`src/include/pos_pkg.sv`:
```
// origin-search package: register map, field codes, timing counts
// assumes a 100 MHz mclk and an Avalon-MM slave with 32-bit data
package pos_pkg;
  // register byte offsets
  localparam logic [4:0] POS_REG_CTRL = 5'h00;
  localparam logic [4:0] POS_REG_CFG = 5'h04;
  localparam logic [4:0] POS_REG_HIGH = 5'h08;
  localparam logic [4:0] POS_REG_PROX = 5'h0c;
  localparam logic [4:0] POS_REG_CORR = 5'h10;
  localparam logic [4:0] POS_REG_RATE = 5'h14;
  localparam logic [4:0] POS_REG_MISC = 5'h18;
  localparam logic [4:0] POS_REG_STAT = 5'h1c;
  // cfg field positions
  localparam int POS_CFG_EN = 0;
  localparam int POS_CFG_DIR = 1;
  localparam int POS_CFG_TIM = 2;
  localparam int POS_CFG_LIM = 4;
  localparam int POS_CFG_MODE = 5;
  localparam int POS_CFG_OPOL = 7;
  localparam int POS_CFG_PPOL = 8;
  // ctrl bits
  localparam int POS_CTRL_START = 0;
  localparam int POS_CTRL_ERRCLR = 1;
  // reset values
  localparam logic [31:0] POS_CFG_RST = 32'h0000_0000;
  localparam logic [31:0] POS_ZERO = 32'h0000_0000;
  // codes
  localparam logic [1:0] POS_TIM_ONOFF = 2'h0;
  localparam logic [1:0] POS_TIM_ON = 2'h1;
  localparam logic [1:0] POS_MODE_INP = 2'h2;
  localparam logic [15:0] POS_ERR_TIMEOUT = 16'h0300;
  localparam logic [15:0] POS_ERR_LIMIT = 16'h0301;
  // timing
  localparam int POS_CLK_HZ = 100_000_000;
  localparam int POS_RATE_MS = 4;
  localparam int POS_MS_CYC = POS_CLK_HZ / 1000;
  localparam int POS_SPEED_MAX = 100_000;
  localparam int POS_MON_MAX_MS = 9_999;
  typedef enum logic [2:0] {
    POS_IDLE = 3'b000, POS_HIGH = 3'b001, POS_PROX = 3'b011, POS_ORIG = 3'b010,
    POS_CORR = 3'b110, POS_WAIT = 3'b111, POS_DONE = 3'b101
  } pos_state_e;
endpackage

```
`src/include/pos_tick_if.sv`:
```
// tick and pulse-rate carrier between the sequencer and its helpers
// assumes a single mclk domain
interface pos_tick_if;
  logic ms_tick;
  logic rate_tick;
  logic [16:0] speed;
  logic run;
  logic pulse;
  modport tick (output ms_tick, output rate_tick);
  modport pace (output pulse, input speed, input run);
  modport seq (input ms_tick, input rate_tick, input pulse, output speed, output run);
endinterface

```
`src/rtl/pos_search.sv`:
```
// origin-search sequencer with Avalon-MM registers
// assumes sensor pins asynchronous to mclk, one clock domain
// Behaviour
// [RQ1] the search enable is caught once after reset and gates every start.
// [RQ2] all other settings act only while the enable is caught high.
// [RQ3] direction cw or ccw, cw by default, is captured at start.
// [RQ4] detection timing is caught once after reset: 0 on-then-off, 1 on, 2 no proximity.
// [RQ5] a limit input reverses the search under setting 0 and stops with an error under 1.
// [RQ6] mode 0 stepper, 1 servo, 2 servo with in-position input.
// [RQ7] origin and proximity inputs each take a normally-closed or normally-open polarity.
// [RQ8] high speed is used from start until proximity is seen.
// [RQ9] proximity speed is used from proximity until origin is seen.
// [RQ10] a signed 32-bit correction is moved after the origin.
// [RQ11] speed rises by the acceleration rate each 4 ms.
// [RQ12] speed falls by the deceleration rate each 4 ms.
// [RQ13] in mode 2 the in-position input is awaited up to the monitor time in ms.
// [RQ14] a missed in-position gives error 0300 and the stopped error flag.
// [RQ15] proximity speed, correction and monitor time are read when used, other settings are captured at start, enable and timing only after reset.
// [RQ16] motion begins at the initial speed before accelerating.
// [RQ17] a completed search clears no-origin and zeroes the position.
module pos_search
  import pos_pkg::*;
(
  input wire logic mclk, // system clock
  input wire logic rst_n, // async reset, low
  input wire logic [4:0] avs_address, // byte address
  input wire logic avs_read, // read strobe
  input wire logic avs_write, // write strobe
  input wire logic [31:0] avs_writedata, // write data
  input wire logic [3:0] avs_byteenable, // byte lanes
  output logic [31:0] avs_readdata, // read data
  output logic avs_waitrequest, // stall
  input wire logic origin_in, // origin sensor pin
  input wire logic prox_in, // proximity sensor pin
  input wire logic cw_limit_in, // cw limit pin, high active
  input wire logic ccw_limit_in, // ccw limit pin, high active
  input wire logic in_position_input, // positioning completed pin
  output logic pulse_out, // one mclk per motor pulse
  output logic dir_ccw, // direction, high ccw
  output logic busy // search running
);
  pos_tick_if tk();
  pos_tick u_tick (.mclk(mclk), .rst_n(rst_n), .tk(tk));
  pos_pulse u_pulse (.mclk(mclk), .rst_n(rst_n), .tk(tk));
  ////////////////////////////////////////////////////////////
  // pin synchronisers
  logic [4:0] s1_reg, s2_reg;
  always_ff @(posedge mclk or negedge rst_n) begin
    if (!rst_n) begin
      s1_reg <= 5'h00;
      s2_reg <= 5'h00;
    end else begin
      s1_reg <= {in_position_input, ccw_limit_in, cw_limit_in, prox_in, origin_in};
      s2_reg <= s1_reg;
    end
  end
  ////////////////////////////////////////////////////////////
  // software registers
  logic [31:0] cfg_reg, high_reg, prox_reg, corr_reg, rate_reg, misc_reg;
  logic [31:0] cfg_next, high_next, prox_next, corr_next, rate_next, misc_next;
  logic ack_reg, ack_next;
  logic start_p, errclr_p;
  logic [31:0] wmask;
  always_comb begin
    for (int i = 0; i < 4; i++) wmask[i*8 +: 8] = {8{avs_byteenable[i]}};
  end
  // write decode, one wait cycle per access
  always_comb begin
    cfg_next = cfg_reg;
    high_next = high_reg;
    prox_next = prox_reg;
    corr_next = corr_reg;
    rate_next = rate_reg;
    misc_next = misc_reg;
    ack_next = (avs_read || avs_write) && !ack_reg;
    start_p = 1'b0;
    errclr_p = 1'b0;
    if (avs_write && ack_reg) begin
      case (avs_address)
        POS_REG_CTRL: begin
          start_p = avs_byteenable[0] && avs_writedata[POS_CTRL_START];
          errclr_p = avs_byteenable[0] && avs_writedata[POS_CTRL_ERRCLR];
        end
        POS_REG_CFG: cfg_next = (cfg_reg & ~wmask) | (avs_writedata & wmask);
        POS_REG_HIGH: high_next = (high_reg & ~wmask) | (avs_writedata & wmask);
        POS_REG_PROX: prox_next = (prox_reg & ~wmask) | (avs_writedata & wmask);
        POS_REG_CORR: corr_next = (corr_reg & ~wmask) | (avs_writedata & wmask);
        POS_REG_RATE: rate_next = (rate_reg & ~wmask) | (avs_writedata & wmask);
        POS_REG_MISC: misc_next = (misc_reg & ~wmask) | (avs_writedata & wmask);
        default: ;
      endcase
    end
  end
  assign avs_waitrequest = (avs_read || avs_write) && !ack_reg;
  always_ff @(posedge mclk or negedge rst_n) begin
    if (!rst_n) begin
      cfg_reg <= POS_CFG_RST;
      high_reg <= POS_ZERO;
      prox_reg <= POS_ZERO;
      corr_reg <= POS_ZERO;
      rate_reg <= POS_ZERO;
      misc_reg <= POS_ZERO;
      ack_reg <= 1'b0;
    end else begin
      cfg_reg <= cfg_next;
      high_reg <= high_next;
      prox_reg <= prox_next;
      corr_reg <= corr_next;
      rate_reg <= rate_next;
      misc_reg <= misc_next;
      ack_reg <= ack_next;
    end
  end
  ////////////////////////////////////////////////////////////
  // power-up load: the first cfg write after reset fixes enable and timing until the next reset
  // later cfg writes change the register but not the caught copy
  logic boot_reg, en_reg, cfg_wr;
  logic [1:0] tim_reg;
  assign cfg_wr = avs_write && ack_reg && (avs_address == POS_REG_CFG);
  always_ff @(posedge mclk or negedge rst_n) begin
    if (!rst_n) begin
      boot_reg <= 1'b0;
      en_reg <= 1'b0;
      tim_reg <= POS_TIM_ONOFF;
    end else if (!boot_reg && cfg_wr) begin
      boot_reg <= 1'b1;
      en_reg <= cfg_next[POS_CFG_EN]; // see [RQ1] [RQ15]
      tim_reg <= cfg_next[POS_CFG_TIM +: 2]; // see [RQ4] [RQ15]
    end
  end
  ////////////////////////////////////////////////////////////
  // sequencer state
  pos_state_e st_reg, st_next;
  logic dir_reg, dir_next, limstop_reg, limstop_next, opol_reg, opol_next, ppol_reg, ppol_next;
  logic [1:0] mode_reg, mode_next;
  logic seen_reg, seen_next, noorg_reg, noorg_next, err_reg, err_next;
  logic [16:0] spd_reg, spd_next, tgt_reg, tgt_next;
  logic [15:0] acc_reg, acc_next, dec_reg, dec_next, code_reg, code_next;
  logic [31:0] left_reg, left_next, pos_reg, pos_next;
  logic [13:0] mon_reg, mon_next;
  logic org_act, prx_act, lim_hit, prx_ok;
  logic [31:0] corr_mag;
  // active levels: normally-closed means open circuit is active
  assign org_act = opol_reg ? s2_reg[0] : !s2_reg[0]; // see [RQ7]
  assign prx_act = ppol_reg ? s2_reg[1] : !s2_reg[1]; // see [RQ7]
  assign lim_hit = dir_reg ? s2_reg[3] : s2_reg[2];
  assign corr_mag = corr_reg[31] ? (~corr_reg + 32'h0000_0001) : corr_reg;
  // proximity condition before the origin counts
  assign prx_ok = (tim_reg == POS_TIM_ON) ? seen_reg : (seen_reg && !prx_act); // see [RQ4]
  always_comb begin
    st_next = st_reg;
    dir_next = dir_reg;
    limstop_next = limstop_reg;
    opol_next = opol_reg;
    ppol_next = ppol_reg;
    mode_next = mode_reg;
    seen_next = seen_reg;
    noorg_next = noorg_reg;
    err_next = err_reg && !errclr_p;
    code_next = errclr_p ? 16'h0000 : code_reg;
    spd_next = spd_reg;
    tgt_next = tgt_reg;
    acc_next = acc_reg;
    dec_next = dec_reg;
    left_next = left_reg;
    pos_next = pos_reg;
    mon_next = mon_reg;
    // ramp toward target on the 4 ms tick
    if (tk.rate_tick && st_reg != POS_IDLE && st_reg != POS_WAIT && st_reg != POS_DONE) begin
      if (spd_reg < tgt_reg) begin
        spd_next = (tgt_reg - spd_reg > 17'(acc_reg)) ? spd_reg + 17'(acc_reg) : tgt_reg; // see [RQ11]
      end else if (spd_reg > tgt_reg) begin
        spd_next = (spd_reg - tgt_reg > 17'(dec_reg)) ? spd_reg - 17'(dec_reg) : tgt_reg; // see [RQ12]
      end
    end
    // position follows every pulse outside idle, zeroed when the search completes
    if (tk.pulse && st_reg != POS_IDLE) pos_next = dir_reg ? pos_reg - 32'h0000_0001 : pos_reg + 32'h0000_0001;
    case (st_reg)
      POS_IDLE: begin
        if (start_p && en_reg) begin // see [RQ1] [RQ2]
          dir_next = cfg_reg[POS_CFG_DIR]; // see [RQ3] [RQ15]
          limstop_next = cfg_reg[POS_CFG_LIM];
          mode_next = cfg_reg[POS_CFG_MODE +: 2]; // see [RQ6]
          opol_next = cfg_reg[POS_CFG_OPOL];
          ppol_next = cfg_reg[POS_CFG_PPOL];
          acc_next = rate_reg[15:0];
          dec_next = rate_reg[31:16];
          spd_next = misc_reg[16:0]; // see [RQ16]
          tgt_next = high_reg[16:0]; // see [RQ8]
          seen_next = 1'b0;
          noorg_next = 1'b1;
          st_next = POS_HIGH;
          if (tim_reg > POS_TIM_ON) st_next = POS_ORIG;
        end
      end
      POS_HIGH: if (prx_act) begin
        seen_next = 1'b1;
        tgt_next = prox_reg[16:0]; // see [RQ9]
        st_next = POS_PROX;
      end
      POS_PROX: if (prx_ok) st_next = POS_ORIG;
      POS_ORIG: if (org_act) begin
        tgt_next = prox_reg[16:0];
        left_next = corr_mag; // see [RQ10]
        dir_next = corr_reg[31];
        st_next = (corr_mag == POS_ZERO) ? POS_WAIT : POS_CORR;
      end
      // correction leg counts down the pulses actually sent
      POS_CORR: begin
        if (tk.pulse) left_next = left_reg - 32'h0000_0001;
        if (tk.pulse && left_reg == 32'h0000_0001) st_next = POS_WAIT;
      end
      POS_WAIT: begin
        if (mode_reg != POS_MODE_INP || s2_reg[4]) begin // see [RQ13]
          st_next = POS_DONE;
        end else if (tk.ms_tick) begin
          // whole ms ticks only, so the limit is met to within one ms
          mon_next = mon_reg + 14'h0001;
          if (mon_reg >= misc_reg[30:17]) begin
            err_next = 1'b1; // see [RQ14]
            code_next = POS_ERR_TIMEOUT;
            st_next = POS_IDLE;
          end
        end
      end
      POS_DONE: begin
        noorg_next = 1'b0; // see [RQ17]
        pos_next = POS_ZERO;
        st_next = POS_IDLE;
      end
      default: st_next = POS_IDLE;
    endcase
    if (st_reg != POS_WAIT) mon_next = 14'h0000;
    // limit during the search legs
    // after a reversal the other limit is watched, so a held pin cannot flip it back
    if ((st_reg == POS_HIGH || st_reg == POS_PROX || st_reg == POS_ORIG) && lim_hit) begin
      if (limstop_reg) begin
        err_next = 1'b1; // see [RQ5]
        code_next = POS_ERR_LIMIT;
        st_next = POS_IDLE;
      end else begin
        dir_next = !dir_reg; // see [RQ5]
      end
    end
  end
  always_ff @(posedge mclk or negedge rst_n) begin
    if (!rst_n) begin
      st_reg <= POS_IDLE;
      dir_reg <= 1'b0;
      limstop_reg <= 1'b0;
      opol_reg <= 1'b0;
      ppol_reg <= 1'b0;
      mode_reg <= 2'h0;
      seen_reg <= 1'b0;
      noorg_reg <= 1'b1;
      err_reg <= 1'b0;
      code_reg <= 16'h0000;
      spd_reg <= 17'h0_0000;
      tgt_reg <= 17'h0_0000;
      acc_reg <= 16'h0000;
      dec_reg <= 16'h0000;
      left_reg <= POS_ZERO;
      pos_reg <= POS_ZERO;
      mon_reg <= 14'h0000;
    end else begin
      st_reg <= st_next;
      dir_reg <= dir_next;
      limstop_reg <= limstop_next;
      opol_reg <= opol_next;
      ppol_reg <= ppol_next;
      mode_reg <= mode_next;
      seen_reg <= seen_next;
      noorg_reg <= noorg_next;
      err_reg <= err_next;
      code_reg <= code_next;
      spd_reg <= spd_next;
      tgt_reg <= tgt_next;
      acc_reg <= acc_next;
      dec_reg <= dec_next;
      left_reg <= left_next;
      pos_reg <= pos_next;
      mon_reg <= mon_next;
    end
  end
  ////////////////////////////////////////////////////////////
  // outputs and read mux
  assign tk.run = (st_reg == POS_HIGH) || (st_reg == POS_PROX) || (st_reg == POS_ORIG) || (st_reg == POS_CORR);
  assign tk.speed = spd_reg;
  assign pulse_out = tk.pulse;
  assign dir_ccw = dir_reg;
  assign busy = tk.run || (st_reg == POS_WAIT);
  always_comb begin
    case (avs_address)
      POS_REG_CFG: avs_readdata = cfg_reg;
      POS_REG_HIGH: avs_readdata = high_reg;
      POS_REG_PROX: avs_readdata = prox_reg;
      POS_REG_CORR: avs_readdata = corr_reg;
      POS_REG_RATE: avs_readdata = rate_reg;
      POS_REG_MISC: avs_readdata = misc_reg;
      POS_REG_STAT: avs_readdata = {code_reg, 9'h000, st_reg, en_reg, busy, err_reg, noorg_reg};
      default: avs_readdata = POS_ZERO;
    endcase
  end
endmodule

```
`src/rtl/pos_tick.sv`:
```
// millisecond and 4 ms ticks
// assumes mclk at the package rate
module pos_tick
  import pos_pkg::*;
(
  input wire logic mclk, // system clock
  input wire logic rst_n, // async reset, low
  pos_tick_if.tick tk // tick carrier
);
  localparam logic [16:0] MS_LAST = 17'(POS_MS_CYC - 1);
  localparam logic [1:0] R_LAST = 2'(POS_RATE_MS - 1);
  logic [16:0] cnt_reg, cnt_next;
  logic [1:0] ms_reg, ms_next;
  ////////////////////////////////////////////////////////////
  // next counts
  always_comb begin
    cnt_next = (cnt_reg == MS_LAST) ? 17'h0_0000 : cnt_reg + 17'h0_0001;
    ms_next = ms_reg;
    if (cnt_reg == MS_LAST) ms_next = ms_reg + 2'h1;
  end
  // registers
  always_ff @(posedge mclk or negedge rst_n) begin
    if (!rst_n) begin
      cnt_reg <= 17'h0_0000;
      ms_reg <= 2'h0;
    end else begin
      cnt_reg <= cnt_next;
      ms_reg <= ms_next;
    end
  end
  assign tk.ms_tick = (cnt_reg == MS_LAST);
  assign tk.rate_tick = (cnt_reg == MS_LAST) && (ms_reg == R_LAST);
endmodule

```
`src/rtl/pos_pulse.sv`:
```
// pulse-rate generator: phase accumulator, one enable per output pulse
// assumes speed in pulses per second, up to the package maximum
module pos_pulse
  import pos_pkg::*;
(
  input wire logic mclk, // system clock
  input wire logic rst_n, // async reset, low
  pos_tick_if.pace tk // rate carrier
);
  localparam logic [27:0] WRAP = 28'(POS_CLK_HZ);
  logic [27:0] acc_reg, acc_next;
  logic p_reg, p_next;
  ////////////////////////////////////////////////////////////
  // accumulate speed per cycle, pulse on wrap
  always_comb begin
    acc_next = acc_reg;
    p_next = 1'b0;
    if (!tk.run) begin
      acc_next = 28'h000_0000;
    end else if (acc_reg + 28'(tk.speed) >= WRAP) begin
      acc_next = acc_reg + 28'(tk.speed) - WRAP;
      p_next = 1'b1;
    end else begin
      acc_next = acc_reg + 28'(tk.speed);
    end
  end
  // registers
  always_ff @(posedge mclk or negedge rst_n) begin
    if (!rst_n) begin
      acc_reg <= 28'h000_0000;
      p_reg <= 1'b0;
    end else begin
      acc_reg <= acc_next;
      p_reg <= p_next;
    end
  end
  assign tk.pulse = p_reg;
endmodule

```
`config.mk`:
```
export PLATFORM = sky130hd
export DESIGN_NAME = pos_search
export DESIGN_NICKNAME = d
export VERILOG_FILES = /design/src/include/pos_pkg.sv /design/src/include/pos_tick_if.sv /design/src/rtl/pos_search.sv /design/src/rtl/pos_tick.sv /design/src/rtl/pos_pulse.sv
export SDC_FILE = /design/constraint.sdc
export NUM_CORES = 1
export LEC_CHECK = 0
export ABC_AREA = 1
export BUFFER_PORTS_ARGS = -buffer_cell sky130_fd_sc_hd__buf_2
export CAP_MARGIN = 20
export CORE_MARGIN = 3
export CORE_UTILIZATION = 47
export CTS_BUF_LIST = sky130_fd_sc_hd__clkbuf_8
export DETAILED_ROUTE_END_ITERATION = 10
export HOLD_SLACK_MARGIN = 0.02
export PLACE_DENSITY = 0.71
export REMOVE_ABC_BUFFERS = 1
export SLEW_MARGIN = 20
export SYNTH_ARGS = -nofsm -noshare
export SYNTH_HDL_FRONTEND = slang
export SYNTH_SLANG_ARGS = --single-unit
```
`constraint.sdc`:
```
create_clock -name mclk -period 10.7 [get_ports mclk]
set_input_delay 2.14 -clock mclk [delete_from_list [all_inputs] [get_ports mclk]]
set_output_delay 2.14 -clock mclk [all_outputs]
set_load 0.005 [all_outputs]
```
==> qor.txt <==
outcome -> complete, no violations
vias per cell -> 5.585
1st-iter DRT viols -> 2166
Layout area overhead -> 9.602%
reg2reg end -> spd_reg[6]$_DFF_PN0_
Power Density -> 219.5 mW/mm^2
Max IR drop VDD -> 0.0001797 V
htree depth -> 3
first-pass iteration count of the detailed router -> 7
Hold-fix buffers, CTS -> 0
Hold Path Depth -> 0
die area -> 0.05686 mm^2
post-route insts no fill -> 4278
Psw -> 2.791 mW
io pins -> 86
synth top area cells -> dfrtp_1 (39%), nand2_1 (14%), o21ai_0 (7.7%)
Internal -> 3.319 mW
Worst R2R Path Depth -> 27
Slew Viols, Final -> 0
Total GRT Usage -> 28.76%
post-DP HPWL -> 60.91 mm
Worst R2R Setup Slack -> 5530 ps
Hold WS -> 335.9 ps
antenna violations before repair -> 4
min cycle time layout -> 6527 ps
PnR worst setup slack -> 4173 ps
routability-driven placement congestion ratio -> 0.9614
largest net degree at the start of global routing -> 112
Max-Cap Viols -> 0
nets -> 3734
switch share -> 45.68%
area of the mapped netlist -> 0.02540 mm^2
fmax -> 153.2 MHz
Post-Syn Instances -> 3472
RSZ-0062 raised after global routing -> false
clock share of power -> 23.2%
hold_sp -> s1_reg[0]$_DFF_PN0_
Sequential Power Share -> 29.5%
Synth area leader -> dfrtp_1
Yosys reg bits -> 395
final hold viol count -> 0
core area -> 0.05297 mm^2
Tightest Pin Transition -> 1116 ps
number of placed instances, taps included -> 4158
ys async rst share -> 100.0%
dominant synthesized flop cell -> dfrtp_1
CTS tree -> done
worst-path maximum fanout -> 17
vias in the first global route -> 22450
Leakage -> 14.00 nW
Reg2Reg Launch Point -> spd_reg[3]$_DFF_PN0_
clock tree sinks -> 395
Final Cycle Share -> 61.00%
Worst Hold Class -> register to register
number of routed nets with antenna violations -> 0
Clock Root Buffer -> clkbuf_8
setup bufs post-CTS -> 0
die height -> 238.5 um
FILL cells -> 5240
Initial Util -> 47.95%
Fin Setup TNS -> 0 ps
Combinational Power Share -> 47.3%
Yosys cell types -> 61
grt total ovfl -> 0
PnR Total Power -> 6.110 mW
Avg WL per Cell -> 19.07 um
crit path launch type -> primary input
Worst Hold Endpoint -> s2_reg[0]$_DFF_PN0_
cell row count -> 84
later-pin clock latency in the skew report -> 670 ps
pre-CTS WS -> 4228 ps
CTS Buffer Depth -> 3
Die W -> 238.5 um
post-synth top area share -> 38.82%
proportion of layout cells with a drive suffix above 1 -> 7.525%
synth warn -> 0
TritonCTS buffer count -> 70
global-route wire length before repair -> 127.8 mm
Worst slew margin -> 25.35%
crit path cell chain -> buf_2, nor2_1, inv_1, nor2_1, nand2_1, inv_1, a221oi_1, nand4_1, buf_2
Mean Syn Cell Area -> 7.315 um^2
final setup fails -> 0
CP arrival -> 4390 ps
quantity of gates resized following cts -> 0
CP required -> 8560 ps
crit path max-delay cell type -> nand2_1
crit path kind -> primary input to primary output
DRC errors left -> 0
number of port buffers -> 85
Critical Path Max Stage Delay -> 630 ps
Detailed Route WL -> 81.57 mm
DR vias -> 23890
CP Capture Type -> primary output
Final Skew -> 43.35 ps
sequential fraction of the synthesis area -> 38.93%
Worst-path clk slew -> 60 ps
Post-synth EDFFs -> 0
## layout make-up
type                            instances  area (um^2)  share of cell area [%]
Clock inverter                         31        209.0                  0.7507
Sequential cell                       395         9886                   35.51
Timing Repair Buffer                  108        611.8                   2.198
Inverter                              450         1689                   6.068
Multi-Input combinational cell       2517        13380                   48.06
Antenna cell                            2        5.005                 0.01798
Tap cell                              688        860.8                   3.093
Clock buffer                           87         1197                   4.302
## power groups by stage
stage                     Sequential (mW)  Combinational [mW]  Clock, mW
final                                1.80                2.89       1.42
after global routing                 1.82                3.23       1.51
after CTS                            1.79                2.83       1.45
after detailed placement             1.82                2.81          0
after global placement               1.82                2.79          0
after floorplan                      1.77                1.98          0
## worst max-delay path by stage
stage / endpoint / from
final: avs_readdata[31] / avs_address[1]
after global routing: avs_readdata[5] / avs_address[1]
after CTS: avs_readdata[2] / avs_address[1]
after detailed placement: avs_readdata[2] / avs_address[1]
after global placement: avs_readdata[2] / avs_address[1]
after floorplan: acc_reg[0]$_DFFE_PN0P_ / avs_write
## cells in the mapped netlist, types with 6 or more instances
master       n
a21o_1      11
a21oi_1    162
a221oi_1    41
a31oi_1     10
buf_2       14
clkbuf_1    80
dfrtp_1    394
ha_1       137
inv_1      440
inv_2        6
nand2_1    919
nand2_2     16
nand3_1    190
nand3b_1     6
nand4_1     68
nor2_1     273
nor2_2      10
nor3_1      42
nor4_1       7
o2111ai_1   12
o211ai_1    12
o21a_1       7
o21ai_0    389
o22ai_1     23
o31ai_1      6
xnor2_1     26
xor2_1      93
## worst max-delay path: cells and delay by family
family / cells / cell delay, ps
compound gates: 1 / 540
buf+inv: 4 / 780
simple gates: 4 / 920
## per-stage QoR
step	instance area (um^2)	util, %
5_1_grt	27840	52.55
4_1_cts	27830	52.53
3_5_place_dp	26420	49.88
6_report	27840	52.55
2_1_floorplan	24920	-
3_3_place_gp	26420	49.88
## cells in the final DEF (no fill, tap or decap), types with 7 or more instances in the layout
master,n
a21o_1,11
nand3_1,190
o211ai_1,12
nor2_2,15
inv_1,460
buf_2,84
clkbuf_8,87
xor2_1,93
nor4_1,7
a21oi_1,162
o2111ai_1,12
nand4_1,68
nand2_2,16
xnor2_1,26
ha_1,137
o22ai_1,23
nor2_1,267
nand2_1,919
a31oi_1,10
o21ai_0,389
a221oi_1,41
nor3_1,41
o21a_1,7
buf_4,22
dfrtp_1,394
## cells by family after synthesis
group	count (synthesis)	synth area share, %
AO/OA/AOI/OAI	702	15.45
adder cells (fa/ha/maj)	142	7.144
flip-flops	395	38.93
AND/OR/NAND/NOR	1550	25.62
multiplexers	2	0.08867
XOR/XNOR	121	4.232
buffers and inverters	560	8.533
## layer usage
metal	GRT usage, %	wire [um]	vias to the layer above	share of wire (%)
met2	45.30	36720	1001	45
met3	5.317	6249	205	7.7
met4	12.50	3983	0	4.9
met5	0	0	-	0
met1	39.01	34620	11150	42
li1	-	-	11540	-
(Power assumes the default switching activity.)
